===== src/pkg/hobd_pkg.sv =====
// Hub option byte layout, defaults and timing
package hobd_pkg;

	// Byte offsets of the option bytes in configuration space
	localparam logic [3:0] OFS_OPT_A = 4'h6;
	localparam logic [3:0] OFS_OPT_B = 4'h7;
	localparam logic [3:0] OFS_FIXED = 4'h8;
	localparam logic [3:0] OFS_SP_OFF = 4'h9;
	localparam logic [3:0] OFS_BP_OFF = 4'ha;

	// Field positions
	localparam int BIT_PWR_SEL = 7;
	localparam int BIT_HS_INH = 5;
	localparam int BIT_FEP_INH = 3;
	localparam int BIT_SNS_HI = 2;
	localparam int BIT_SNS_LO = 1;
	localparam int BIT_AUTO_SW = 7;
	localparam int BIT_DLY_HI = 5;
	localparam int BIT_DLY_LO = 4;
	localparam int BIT_COMPOUND = 3;
	localparam int BIT_PORT1 = 1;
	localparam int BIT_PORT2 = 2;

	// Reset values and writable bits
	localparam logic [7:0] RST_OPT_A_SELF = 8'h88;
	localparam logic [7:0] RST_OPT_A_BUS = 8'h0c;
	localparam logic [7:0] RST_OPT_B = 8'h90;
	localparam logic [1:0] RST_PORTS = 2'h0;
	localparam logic [7:0] WMASK_OPT_A = 8'hae;
	localparam logic [7:0] WMASK_OPT_B = 8'hb8;
	localparam logic [1:0] SNS_GANGED = 2'h0;
	localparam logic [1:0] SNS_RSVD = 2'h1;
	localparam logic [1:0] SETTLED = 2'h3;
	localparam logic [1:0] STRAP_TAKE = 2'h2;

	// Over-current delay times and their cycle counts
	localparam int CLK_PERIOD_NS = 50;
	localparam int OC_DLY0_US = 100;
	localparam int OC_DLY1_US = 2000;
	localparam int OC_DLY2_US = 4000;
	localparam int OC_DLY3_US = 6000;
	localparam int OC_DLY0_CYC = (OC_DLY0_US * 1000 + CLK_PERIOD_NS - 1) / CLK_PERIOD_NS;
	localparam int OC_DLY1_CYC = (OC_DLY1_US * 1000 + CLK_PERIOD_NS - 1) / CLK_PERIOD_NS;
	localparam int OC_DLY2_CYC = (OC_DLY2_US * 1000 + CLK_PERIOD_NS - 1) / CLK_PERIOD_NS;
	localparam int OC_DLY3_CYC = (OC_DLY3_US * 1000 + CLK_PERIOD_NS - 1) / CLK_PERIOD_NS;
	localparam int OC_CNT_W = 17;

	typedef enum logic {LD_WAIT, LD_DONE} hobd_load_e;

	// Decoded control settings
	typedef struct packed {
		logic       self_powered;
		logic       high_speed_inhibit;
		logic       frame_end_pulse_inhibit;
		logic       oc_sense_on;
		logic       compound_device;
		logic [1:0] fixed_device_port_mask;
		logic [1:0] port_off;
		logic       attach_ok;
		logic       overcurrent;
		logic       config_conflict;
	} hobd_ctrl_s;

	// Top-level state
	typedef struct packed {
		logic [7:0] opt_a;
		logic [7:0] opt_b;
		logic [1:0] fixed;
		logic [1:0] sp_off;
		logic [1:0] bp_off;
		logic [1:0] pwr_sync;
		logic [1:0] oc_sync;
		logic [1:0] self_strap_sync;
		logic [1:0] mem_strap_sync;
		logic [1:0] settle;
		hobd_load_e ld;
		hobd_ctrl_s ctrl;
		logic [7:0] rdata;
	} hobd_top_s;

	// Over-current filter state
	typedef struct packed {
		logic [OC_CNT_W-1:0] cnt;
		logic                trip;
	} hobd_ocf_s;

endpackage : hobd_pkg


===== src/hw/hobd_oc_filter.sv =====
`timescale 1ns/1ps
// Over-current qualification timer
module hobd_oc_filter (
	input  wire logic                          i_clk,
	input  wire logic                          i_srst,
	input  wire logic                          i_enable,
	input  wire logic                          i_active,
	input  wire logic [hobd_pkg::OC_CNT_W-1:0] i_delay_cycles,
	output logic                               o_tripped
);

	hobd_pkg::hobd_ocf_s s;
	hobd_pkg::hobd_ocf_s next_s;

	// Count while the fault is held; trip once the delay has run out
	always_comb begin
		next_s = s;
		if (!i_enable || !i_active) begin
			next_s = '0;
		end else if (s.cnt >= i_delay_cycles - 17'h00001) begin
			next_s.trip = 1'b1;
		end else begin
			next_s.cnt = s.cnt + 17'h00001;
		end
		if (i_srst) begin
			next_s = '0;
		end
	end

	always_ff @(posedge i_clk) begin
		s <= next_s;
	end

	assign o_tripped = s.trip;

	////////////////////////////////////////////////////////////////////////
	// Checks

	property p_trip_after_delay;
		@(posedge i_clk) disable iff (i_srst)
		$rose(s.trip) |-> $past(i_active) && $past(s.cnt) == i_delay_cycles - 17'h00001;
	endproperty
	a_trip_after_delay: assert property (p_trip_after_delay)
		else $error("trip before delay elapsed");

	property p_trip_drops;
		@(posedge i_clk) disable iff (i_srst)
		(!i_active || !i_enable) |=> !s.trip && s.cnt == '0;
	endproperty
	a_trip_drops: assert property (p_trip_drops)
		else $error("trip held without fault");

endmodule : hobd_oc_filter


===== src/hw/hobd_option_decoder.sv =====
`timescale 1ns/1ps
//
// Summary of operation
// - Option byte A bit 7 selects power mode: 0 bus, 1 self.
// - With auto switching on, the local power pin sets the power mode.
// - Option byte A bit 5 set forces full-speed-only attachment.
// - Option byte A bit 3 set suppresses end-of-packet at EOF1; 0 enables.
// - Bits 2:1: 00 ganged sensing, 01 reserved, 1x none (bus power only).
// - Option byte B bit 7 enables automatic power-source switching.
// - Option byte B bits 5:4 pick over-current delay 0.1, 2, 4, 6 ms.
// - Option byte B bit 3 marks the hub part of a compound device.
// - Fixed-device byte bits 1 and 2 mark ports non-removable.
// - Self-power port-off byte disables ports 1 and 2 in self power.
// - Bus-power port-off byte disables ports 1 and 2 in bus power.
// - In memory setup mode, attach only after all bytes are fetched.
//
module hobd_option_decoder #(
	parameter int P_OC_DLY1_CYC = hobd_pkg::OC_DLY1_CYC,
	parameter int P_OC_DLY2_CYC = hobd_pkg::OC_DLY2_CYC,
	parameter int P_OC_DLY3_CYC = hobd_pkg::OC_DLY3_CYC
) (
	input  wire logic        i_clk,
	input  wire logic        i_srst,
	input  wire logic        i_cfg_wr,
	input  wire logic [3:0]  i_cfg_addr,
	input  wire logic [7:0]  i_cfg_wdata,
	input  wire logic        i_load_done,
	input  wire logic        i_local_power_present_pin,
	input  wire logic        i_overcurrent_n,
	input  wire logic        i_default_self_strap,
	input  wire logic        i_mem_setup_strap,
	output logic [7:0]       o_cfg_rdata,
	output hobd_pkg::hobd_ctrl_s o_ctrl
);

	hobd_pkg::hobd_top_s s;
	hobd_pkg::hobd_top_s next_s;
	logic                          oc_trip;
	logic [hobd_pkg::OC_CNT_W-1:0] oc_delay;

	// Keep the two port bits of a mask byte
	function automatic logic [1:0] hobd_ports(input logic [7:0] b);
		return {b[hobd_pkg::BIT_PORT2], b[hobd_pkg::BIT_PORT1]};
	endfunction : hobd_ports

	// Rebuild a mask byte; reserved bits read as zero
	function automatic logic [7:0] hobd_mask_byte(input logic [1:0] m);
		return {5'h00, m, 1'b0};
	endfunction : hobd_mask_byte

	////////////////////////////////////////////////////////////////////////
	// Delay selection for the over-current timer

	always_comb begin
		case (s.opt_b[hobd_pkg::BIT_DLY_HI:hobd_pkg::BIT_DLY_LO])
			2'h0: oc_delay = hobd_pkg::OC_CNT_W'(hobd_pkg::OC_DLY0_CYC);
			2'h1: oc_delay = hobd_pkg::OC_CNT_W'(P_OC_DLY1_CYC);
			2'h2: oc_delay = hobd_pkg::OC_CNT_W'(P_OC_DLY2_CYC);
			default: oc_delay = hobd_pkg::OC_CNT_W'(P_OC_DLY3_CYC);
		endcase
	end

	hobd_oc_filter u_oc_filter (
		.i_clk          (i_clk),
		.i_srst         (i_srst),
		.i_enable       (s.ctrl.oc_sense_on),
		.i_active       (s.oc_sync[1]),
		.i_delay_cycles (oc_delay),
		.o_tripped      (oc_trip)
	);

	////////////////////////////////////////////////////////////////////////
	// Next state

	always_comb begin
		logic       self_now;
		logic [1:0] sns;
		self_now = 1'b0;
		sns = 2'h0;
		next_s = s;
		// Pin synchronisers
		next_s.pwr_sync = {s.pwr_sync[0], i_local_power_present_pin};
		next_s.oc_sync = {s.oc_sync[0], ~i_overcurrent_n};
		next_s.self_strap_sync = {s.self_strap_sync[0], i_default_self_strap};
		next_s.mem_strap_sync = {s.mem_strap_sync[0], i_mem_setup_strap};
		if (s.settle != hobd_pkg::SETTLED) begin
			next_s.settle = s.settle + 2'h1;
		end
		// Strap picks the self or bus default once the straps are stable
		if (s.settle == hobd_pkg::STRAP_TAKE) begin
			next_s.opt_a = s.self_strap_sync[1] ? hobd_pkg::RST_OPT_A_SELF
				: hobd_pkg::RST_OPT_A_BUS;
			if (!s.mem_strap_sync[1]) begin
				next_s.ld = hobd_pkg::LD_DONE;
			end
		end
		// Byte writes from the memory fetch or the management port
		if (i_cfg_wr) begin
			if (i_cfg_addr == hobd_pkg::OFS_OPT_A) begin
				next_s.opt_a = i_cfg_wdata & hobd_pkg::WMASK_OPT_A;
			end else if (i_cfg_addr == hobd_pkg::OFS_OPT_B) begin
				next_s.opt_b = i_cfg_wdata & hobd_pkg::WMASK_OPT_B;
			end else if (i_cfg_addr == hobd_pkg::OFS_FIXED) begin
				next_s.fixed = hobd_ports(i_cfg_wdata);
			end else if (i_cfg_addr == hobd_pkg::OFS_SP_OFF) begin
				next_s.sp_off = hobd_ports(i_cfg_wdata);
			end else if (i_cfg_addr == hobd_pkg::OFS_BP_OFF) begin
				next_s.bp_off = hobd_ports(i_cfg_wdata);
			end
		end
		// Attach waits for the fetch to finish in memory setup mode
		if (i_load_done && s.settle == hobd_pkg::SETTLED) begin
			next_s.ld = hobd_pkg::LD_DONE;
		end
		// Register read data
		if (i_cfg_addr == hobd_pkg::OFS_OPT_A) begin
			next_s.rdata = s.opt_a;
		end else if (i_cfg_addr == hobd_pkg::OFS_OPT_B) begin
			next_s.rdata = s.opt_b;
		end else if (i_cfg_addr == hobd_pkg::OFS_FIXED) begin
			next_s.rdata = hobd_mask_byte(s.fixed);
		end else if (i_cfg_addr == hobd_pkg::OFS_SP_OFF) begin
			next_s.rdata = hobd_mask_byte(s.sp_off);
		end else if (i_cfg_addr == hobd_pkg::OFS_BP_OFF) begin
			next_s.rdata = hobd_mask_byte(s.bp_off);
		end else begin
			next_s.rdata = 8'h00;
		end
		// Power mode: the pin rules when auto switching is on
		if (next_s.opt_b[hobd_pkg::BIT_AUTO_SW]) begin
			self_now = s.pwr_sync[1];
		end else begin
			self_now = next_s.opt_a[hobd_pkg::BIT_PWR_SEL];
		end
		sns = next_s.opt_a[hobd_pkg::BIT_SNS_HI:hobd_pkg::BIT_SNS_LO];
		next_s.ctrl.self_powered = self_now;
		next_s.ctrl.high_speed_inhibit = next_s.opt_a[hobd_pkg::BIT_HS_INH];
		next_s.ctrl.frame_end_pulse_inhibit = next_s.opt_a[hobd_pkg::BIT_FEP_INH];
		// Only the ganged code senses; reserved or no-sense on self power is flagged
		next_s.ctrl.oc_sense_on = (sns == hobd_pkg::SNS_GANGED);
		next_s.ctrl.config_conflict = (sns == hobd_pkg::SNS_RSVD) || (sns[1] && self_now);
		next_s.ctrl.compound_device = next_s.opt_b[hobd_pkg::BIT_COMPOUND];
		next_s.ctrl.fixed_device_port_mask = next_s.fixed;
		next_s.ctrl.port_off = self_now ? next_s.sp_off : next_s.bp_off;
		next_s.ctrl.attach_ok = (next_s.ld == hobd_pkg::LD_DONE);
		next_s.ctrl.overcurrent = oc_trip && next_s.ctrl.oc_sense_on;
		// Synchronous reset to the bus-power defaults
		if (i_srst) begin
			next_s = '0;
			next_s.opt_a = hobd_pkg::RST_OPT_A_BUS;
			next_s.opt_b = hobd_pkg::RST_OPT_B;
			next_s.fixed = hobd_pkg::RST_PORTS;
			next_s.sp_off = hobd_pkg::RST_PORTS;
			next_s.bp_off = hobd_pkg::RST_PORTS;
			next_s.ld = hobd_pkg::LD_WAIT;
		end
	end

	always_ff @(posedge i_clk) begin
		s <= next_s;
	end

	assign o_ctrl = s.ctrl;
	assign o_cfg_rdata = s.rdata;

	////////////////////////////////////////////////////////////////////////
	// Checks

	property p_pwr_select;
		@(posedge i_clk) disable iff (i_srst)
		(s.settle != 2'h0 && !s.opt_b[hobd_pkg::BIT_AUTO_SW])
			|-> s.ctrl.self_powered == s.opt_a[hobd_pkg::BIT_PWR_SEL];
	endproperty
	a_pwr_select: assert property (p_pwr_select)
		else $error("power mode not from select bit");

	property p_auto_pin;
		@(posedge i_clk) disable iff (i_srst)
		(s.settle != 2'h0 && s.opt_b[hobd_pkg::BIT_AUTO_SW])
			|-> s.ctrl.self_powered == $past(s.pwr_sync[1]);
	endproperty
	a_auto_pin: assert property (p_auto_pin)
		else $error("auto mode ignores power pin");

	property p_hs_inh;
		@(posedge i_clk) disable iff (i_srst)
		s.settle != 2'h0 |-> s.ctrl.high_speed_inhibit == s.opt_a[hobd_pkg::BIT_HS_INH];
	endproperty
	a_hs_inh: assert property (p_hs_inh)
		else $error("high speed inhibit mismatch");

	property p_fep_inh;
		@(posedge i_clk) disable iff (i_srst)
		s.settle != 2'h0 |-> s.ctrl.frame_end_pulse_inhibit == s.opt_a[hobd_pkg::BIT_FEP_INH];
	endproperty
	a_fep_inh: assert property (p_fep_inh)
		else $error("frame end pulse inhibit mismatch");

	property p_sense;
		@(posedge i_clk) disable iff (i_srst)
		s.settle != 2'h0 |-> s.ctrl.oc_sense_on
			== (s.opt_a[hobd_pkg::BIT_SNS_HI:hobd_pkg::BIT_SNS_LO] == hobd_pkg::SNS_GANGED)
			&& (!s.ctrl.overcurrent || s.ctrl.oc_sense_on);
	endproperty
	a_sense: assert property (p_sense)
		else $error("sense scheme decode wrong");

	property p_no_auto_hold;
		@(posedge i_clk) disable iff (i_srst)
		(s.settle == hobd_pkg::SETTLED && !s.opt_b[hobd_pkg::BIT_AUTO_SW] && !i_cfg_wr)
			|=> $stable(s.ctrl.self_powered);
	endproperty
	a_no_auto_hold: assert property (p_no_auto_hold)
		else $error("power mode moved without auto switching");

	property p_compound;
		@(posedge i_clk) disable iff (i_srst)
		s.settle != 2'h0 |-> s.ctrl.compound_device == s.opt_b[hobd_pkg::BIT_COMPOUND];
	endproperty
	a_compound: assert property (p_compound)
		else $error("compound flag mismatch");

	property p_mask_read;
		@(posedge i_clk) disable iff (i_srst)
		(i_cfg_addr >= hobd_pkg::OFS_FIXED && i_cfg_addr <= hobd_pkg::OFS_BP_OFF)
			|=> o_cfg_rdata[7:3] == 5'h00 && !o_cfg_rdata[0];
	endproperty
	a_mask_read: assert property (p_mask_read)
		else $error("reserved mask bits read nonzero");

	property p_port_off;
		@(posedge i_clk) disable iff (i_srst)
		s.settle != 2'h0 |-> s.ctrl.port_off == (s.ctrl.self_powered ? s.sp_off : s.bp_off);
	endproperty
	a_port_off: assert property (p_port_off)
		else $error("port-off mask not from active mode");

	property p_attach;
		@(posedge i_clk) disable iff (i_srst)
		(s.mem_strap_sync[1] && s.settle == hobd_pkg::SETTLED && s.ld == hobd_pkg::LD_WAIT)
			|-> (!s.ctrl.attach_ok and (i_load_done |=> s.ctrl.attach_ok));
	endproperty
	a_attach: assert property (p_attach)
		else $error("attach before fetch complete");

	c_auto_switch: cover property (@(posedge i_clk) disable iff (i_srst)
		s.opt_b[7] && $changed(s.ctrl.self_powered));
	c_overcurrent: cover property (@(posedge i_clk) disable iff (i_srst)
		$rose(s.ctrl.overcurrent));
	c_attach: cover property (@(posedge i_clk) disable iff (i_srst)
		$rose(s.ctrl.attach_ok));

endmodule : hobd_option_decoder


===== config.mk =====
export PLATFORM = sky130hd
export DESIGN_NAME = hobd_option_decoder
export DESIGN_NICKNAME = d
export VERILOG_FILES = /design/src/pkg/hobd_pkg.sv /design/src/hw/hobd_oc_filter.sv /design/src/hw/hobd_option_decoder.sv
export SDC_FILE = /design/constraint.sdc
export NUM_CORES = 1
export LEC_CHECK = 0
export ABC_CLOCK_PERIOD_IN_PS = 4200
export BUFFER_PORTS_ARGS = -buffer_cell sky130_fd_sc_hd__buf_4
export CAP_MARGIN = 20
export CORE_MARGIN = 3
export CORE_UTILIZATION = 30
export CTS_CLUSTER_DIAMETER = 60
export DETAILED_ROUTE_END_ITERATION = 10
export GPL_TIMING_DRIVEN = 0
export PLACE_DENSITY = 0.44
export SYNTH_ARGS = -nofsm -noshare
export SYNTH_HDL_FRONTEND = slang
export SYNTH_SLANG_ARGS = --single-unit

===== constraint.sdc =====
create_clock -name i_clk -period 4.2 [get_ports i_clk]
set_input_delay 0 -clock i_clk [delete_from_list [all_inputs] [get_ports i_clk]]
set_output_delay 0 -clock i_clk [all_outputs]
set_load 0.02 [all_outputs]

==> impl_metrics.csv, run 1 <==
group,metric,value,unit
outcome,status,"finished clean",
global_routing,grt-ovfl-total,0,
clocking,clk_path_buf_depth,2,
logic_synthesis,synth.area.top_cells,"dfxtp_1 (39%), ha_1 (9.0%), mux2i_1 (5.6%), buf_4 (4.9%), a21oi_1 (3.4%)",
worst_setup_path,cp.depth,11,
clocking,htreeDepth,3,
pwr,ir_worst_vdd,174,uV
sta,rsz0062_at_grt,"false",
clocking,clk_latency,0.34,ns
sta,finalCritPeriodShare,0.664,
logic_synthesis,yosysUniqueCellTypes,52,
clocking,cts_tree,"built",
logic_synthesis,synth_fp_nets,401,
drt,vias_per_cell,4.82,
logic_synthesis,synth_warnings,0,
logic_synthesis,synth-seq-area-share,0.386,
worst_setup_path,crit_required,4.43,ns
worst_setup_path,slowest_stage,"dfxtp_1",
logic_synthesis,synth_compound_area_frac,0.126,
placed_design,dpl.hpwl,5810,um
clocking,holdBufCountCts,12,
global_routing,grt_pass1_vias,2634,
sta,clock_skew,0.00835,ns
floorplanning,rows,37,
drt,avgRoutedWirePerCell,14.2,um
worst_setup_path,critPathMaxStageDelay,0.47,ns
global_routing,grt_max_degree,12,
sta,finalMaxSlewViolations,0,
drt,detail-route-antenna-nets,0,
global_routing,grt_pass1_wl,13000,um
placed_design,gp_congestion,0.862,
final_layout,fin_nets,460,
floorplanning,die-area,12000,sq um
drt,drtIter0Drc,106,
drt,drc,0,
logic_synthesis,synth_simple_gate_area_share,0.250,
floorplanning,core_area,10400,sq um
floorplanning,dieWidth,110,um
final_layout,utilization,0.385,
drt,dr.pass1.iters,4,
min_path,holdCritPathClass,"primary input to register",
clocking,clock-sinks,62,
logic_synthesis,synth_top_flop_cell,"dfxtp_1",
logic_synthesis,synth_commonest_cells,"dfxtp_1 (62), nand2_1 (28), nor2_1 (25), ha_1 (23), a21oi_1 (22)",
final_layout,diodes,0,
logic_synthesis,syn_inst,358,
logic_synthesis,synth_fa_ha_area_frac,0.0895,
floorplanning,die_y,110,um
sta,hold_ws,0.0230,ns
worst_setup_path,cp_max_fo,10,
worst_setup_path,path_cells,"inv_1 -> ha_1 -> xnor2_1 -> ha_1 -> nand3_1 -> nor3_1 -> o211a_1 -> buf_6 -> buf_2 -> nor4_1 -> o21a_1",
sta,tightest_slew,0.608,ns
job,timing.max_cap.violations,0,
logic_synthesis,synth_top_cell_by_area,"dfxtp_1",
worst_setup_path,ff2ff_setup_slack,1.41,ns
worst_setup_path,critPathCaptureType,"register",
clocking,clk_pin_slew,0.08,ns
drt,wl,7910,um
logic_synthesis,synth-xor-area-share,0.00545,
logic_synthesis,synth_most_common_cell,"dfxtp_1",
clocking,cts_buffers,9,
logic_synthesis,syn_area,3210,sq um
clocking,cts_repair_resize_count,0,
sta,hold_viol,0,
logic_synthesis,avgSynthCellArea,8.98,sq um
final_layout,drive_gt1_frac,0.211,
logic_synthesis,async_flop_share,0,
worst_setup_path,reg2regPathDepth,11,
sta,max-slew-margin-rel,0.594,
global_routing,grt_use_total,0.142,
sta,period_needed,2.79,ns
final_layout,synthToLayoutAreaGrowth,24.4,%
global_routing,antenna_found_initial,0,
clocking,post_cts_buffers,0,
pwr,total_leakage_power,1.65,nW
worst_setup_path,crit_type,"register to register",
worst_setup_path,crit_path_frequent_cell,"ha_1",
logic_synthesis,synth_top_area_share,0.386,
logic_synthesis,synth.area.mux_share,0.0561,
floorplanning,start_util,0.310,
logic_synthesis,synth_top_family_by_area,"simple AND/OR/NAND/NOR gates",
worst_setup_path,cp_data_arrival_time,3.02,ns
sta,setup_viol_count_final,0,
pwr,power_density,336,nW/um^2
worst_setup_path,critPathBufInv,3,
sta,setup_tns,0,ns
sta,fmax,359,MHz
worst_setup_path,start_kind,"register",
worst_setup_path,cp_top_family,"adder cells",
logic_synthesis,synth_edf_count,0,
drt,dr_total_vias,2688,
floorplanning,ios,40,
min_path,whs_path_depth,4,
logic_synthesis,ys_ff_latch,62,
clocking,cts-root-buf,"clkbuf_8",
placed_design,port_buffers,36,
final cells by class:
| cell class | count | area [sq um] |
|---|---|---|
| buffer | 37 | 236 |
| clock buffer | 11 | 141 |
| clock inverter | 5 | 81.3 |
| fill | 1088 | 6370 |
| inverter | 12 | 45.0 |
| multi-input combinational | 247 | 1690 |
| sequential | 62 | 1240 |
| tap | 136 | 170 |
| timing repair buffer | 48 | 390 |
path summary, 6_finish.rpt:
check                startpoint          endpoint
hold / removal    i_cfg_addr[0]         o_ctrl[5]
hold reg to reg           s[23]             s[24]
setup reg to reg          s[42]  u_oc_filter.s[6]
setup / recovery          s[42]  u_oc_filter.s[6]
cells by family after synthesis:
| family | after synthesis |
|---|---|
| AO/OA/AOI/OAI | 58 |
| buffers and inverters | 49 |
| AND/OR/NAND/NOR | 146 |
| adder cells (fa/ha/maj) | 23 |
| multiplexers | 18 |
| XOR/XNOR | 2 |
| flip-flops | 62 |
sequential cells by signal, indices dropped and copies added (netlist names):
| register | cells |
|---|---|
| s | 26 |
| o_cfg_rdata | 8 |
| u_oc_filter.o_tripped | 1 |
| u_oc_filter.s | 17 |
| o_ctrl | 10 |
tightest hold or removal path, stage by stage:
cell     delay [ns]
buf_4          0.08
nor2b_1        0.08
nand3_1        0.10
a21oi_1        0.05
placed cells by master, fill, tap and decap left out, types with 3 or more instances in the layout:
cell type      netlist  final
nor3_1              12     12
o31ai_1              6      6
and2_1               8      8
clkbuf_8             0     10
dfxtp_1             62     62
and3_1               3      3
buf_1                3      3
nand4_1              5      5
ha_1                23     23
or4_1                9      9
o21a_1               5      5
nand3_1             12     12
nand3b_1             3      3
nor4_1               6      6
dlygate4sd3_1        0     12
o211ai_1             3      3
nand2b_1             3      3
clkbuf_1             8      9
buf_2                3      3
or3_1                7      7
nand2_1             28     28
a21oi_1             22     22
inv_1               12     12
nor2_1              25     25
nor2b_1             14     14
mux2i_1             18     18
buf_4               21     57
routing by layer:
| layer | GRT usage | wire, um | vias to the layer above |
|---|---|---|---|
| met4 | 0.0659 | 185 | 0 |
| met3 | 0.0247 | 375 | 14 |
| met2 | 0.206 | 3390 | 58 |
| met5 | 0 | 0 | - |
| met1 | 0.203 | 3960 | 1248 |
| li1 | - | - | 1368 |
where the power goes:
group	internal (mW)	switching, mW	leakage (nW)
Sequential	0.605	0.00892	0.504
Clock	0.352	0.250	0.110
Combinational	0.0617	0.0653	1.04
through the flow:
step,setup slack (ns),std cells,area [sq um],power (mW)
2_1_floorplan,1.80,358,3210,0.702
3_3_place_gp,1.42,530,3650,0.746
3_5_place_dp,1.41,530,3650,0.748
4_1_cts,1.38,558,4000,1.36
5_1_grt,1.14,558,4000,1.40
6_report,1.41,558,4000,1.34
Power figures use the tool's default switching activity.
==> run 2: changes to the inputs <==
ABC_CLOCK_PERIOD_IN_PS = 2350   (was 4200)
PLACE_DENSITY = 0.45   (was 0.44)
clock period = 2.35 ns   (was 4.2 ns; I/O delays follow)
==> run 2 against run 1 <==
Compared with the run above: the run now ends with negative setup slack left; clock skew grew 0.0013 ns; final area grew 7.2%; die area did not move; first-iteration DRC count decreased by 40%; highest routed layer unchanged; combinational power rose by 82%; maximum frequency rose by 16%; final cell count up 1.6%.
==> impl_metrics.csv, run 2 (same netlist as run 1, synthesis figures left out) <==
group,metric,value,unit
outcome,status,"finished with violations",
outcome,violations,"negative setup slack",
sta,hold_ws,0.0232,ns
worst_setup_path,cp_data_arrival_time,2.68,ns
drt,drc,0,
worst_setup_path,crit_type,"register to register",
clocking,clk_pin_slew,0.08,ns
job,timing.max_cap.violations,0,
global_routing,grt_use_total,0.143,
final_layout,largest_reg_flops,26,
clocking,cts-root-buf,"clkbuf_8",
drt,detail-route-antenna-nets,0,
clocking,cts_tree,"built",
sta,worst_slack,-0.0609,ns
final_layout,top_register,"s",
placed_design,dpl.hpwl,5760,um
worst_setup_path,start_kind,"register",
sta,finalMaxSlewViolations,0,
global_routing,grt_max_degree,12,
min_path,holdCritPathClass,"primary input to register",
final_layout,drive_gt1_frac,0.304,
pwr,power_density,553,nW/um^2
global_routing,grt_pass1_wl,13200,um
clocking,cts_buffers,9,
floorplanning,rows,37,
final_layout,diodes,0,
floorplanning,die-area,12000,sq um
sta,period_needed,2.41,ns
floorplanning,dieWidth,110,um
sta,rsz0062_at_grt,"true",
floorplanning,die_y,110,um
drt,vias_per_cell,4.72,
floorplanning,core_area,10400,sq um
clocking,clk_latency,0.34,ns
worst_setup_path,crit_required,2.62,ns
final_layout,fin_nets,469,
final_layout,final_common_cell,"buf_4",
sta,tightest_slew,0.572,ns
sta,hold_viol,0,
drt,dr_total_vias,2675,
sta,max-slew-margin-rel,0.618,
worst_setup_path,path_cells,"inv_6 -> ha_4 -> nor2_2 -> ha_1 -> a21o_1 -> a211oi_2 -> o21ai_2 -> buf_6 -> or4_4 -> a21oi_2",
placed_design,gp_congestion,0.796,
global_routing,grt-ovfl-total,0,
floorplanning,start_util,0.310,
drt,drtIter0Drc,64,
worst_setup_path,ff2ff_setup_slack,-0.06,ns
sta,fmax,415,MHz
final_layout,n_fill_cell,1080,
sta,setup_tns,-0.107,ns
final_layout,multiInputGateArea,1880,sq um
worst_setup_path,critPathCaptureType,"register",
final_layout,regArea,1250,sq um
final_layout,layout_common_cells,"buf_4 (62), dfxtp_1 (60), nand2_1 (28), nor2_1 (23), a21oi_1 (19)",
drt,wl,8000,um
worst_setup_path,critPathMaxStageDelay,0.48,ns
sta,finalCritPeriodShare,1.03,
clocking,htreeDepth,3,
global_routing,antenna_found_initial,0,
final_layout,synthToLayoutAreaGrowth,33.4,%
drt,avgRoutedWirePerCell,14.1,um
worst_setup_path,cp_max_fo,6,
global_routing,grt_pass1_vias,2567,
pwr,total_leakage_power,1.71,nW
floorplanning,ios,40,
sta,setup_viol_count_final,3,
placed_design,port_buffers,36,
clocking,clock-sinks,62,
pwr,ir_worst_vdd,212,uV
drt,dr.pass1.iters,4,
worst_setup_path,slowest_stage,"or4_4",
sta,clock_skew,0.00969,ns
clocking,clk_path_buf_depth,2,
[run 2: area by class of cell]
cell class	instances	share of cell area
multi-input combinational	247	0.439
sequential	62	0.291
timing repair buffer	57	0.109
buffer	37	0.0584
tap	136	0.0397
clock buffer	10	0.0298
clock inverter	6	0.0201
inverter	12	0.0128
[run 2: through the flow]
step	power (mW)	worst slack [ns]	util	area [sq um]	instances
2_1_floorplan	1.25	0.00148	-	3220	358
3_3_place_gp	1.33	-0.344	0.353	3660	530
3_5_place_dp	1.33	-0.368	0.353	3660	530
4_1_cts	2.40	-0.0355	0.402	4170	564
5_1_grt	2.48	-0.163	0.413	4290	567
6_report	2.37	-0.0609	0.413	4290	567
[run 2: report_power, final]
part	switching [mW]	internal (mW)	total, mW
registers	0.0167	1.08	1.10
logic	0.118	0.113	0.231
clock network	0.448	0.596	1.04
[run 2: worst paths after layout]
kind                 start           endpoint  cells past startpoint
max                  s[42]  u_oc_filter.s[16]                     10
min          i_cfg_addr[0]          o_ctrl[5]                      4
max reg2reg          s[42]  u_oc_filter.s[16]                     10
min reg2reg          s[29]              s[30]                      1
[run 2: worst max-delay path: cells and delay by family (launching register included)]
family,cells,cell delay (ns)
compound gates,4,0.76
fa+ha+maj,2,0.39
buf+inv,2,0.21
flops,1,0.42
simple gates,2,0.57
[run 2: timing repair]
action,4_1_cts,5_1_grt
pin swaps,19,14
endpoints found under the setup margin,17,17
buffers inserted,5,3
gates cloned,1,0
hold buffers,12,0
endpoints found under the hold margin,18,0
gates resized for setup,32,23
[run 2: layer usage]
layer | up-vias | track usage | share of wire
met5 | - | 0 | 0
met4 | 0 | 0.0614 | 0.024
met3 | 16 | 0.0294 | 0.038
met2 | 54 | 0.210 | 0.44
met1 | 1211 | 0.202 | 0.49
li1 | 1394 | - | -
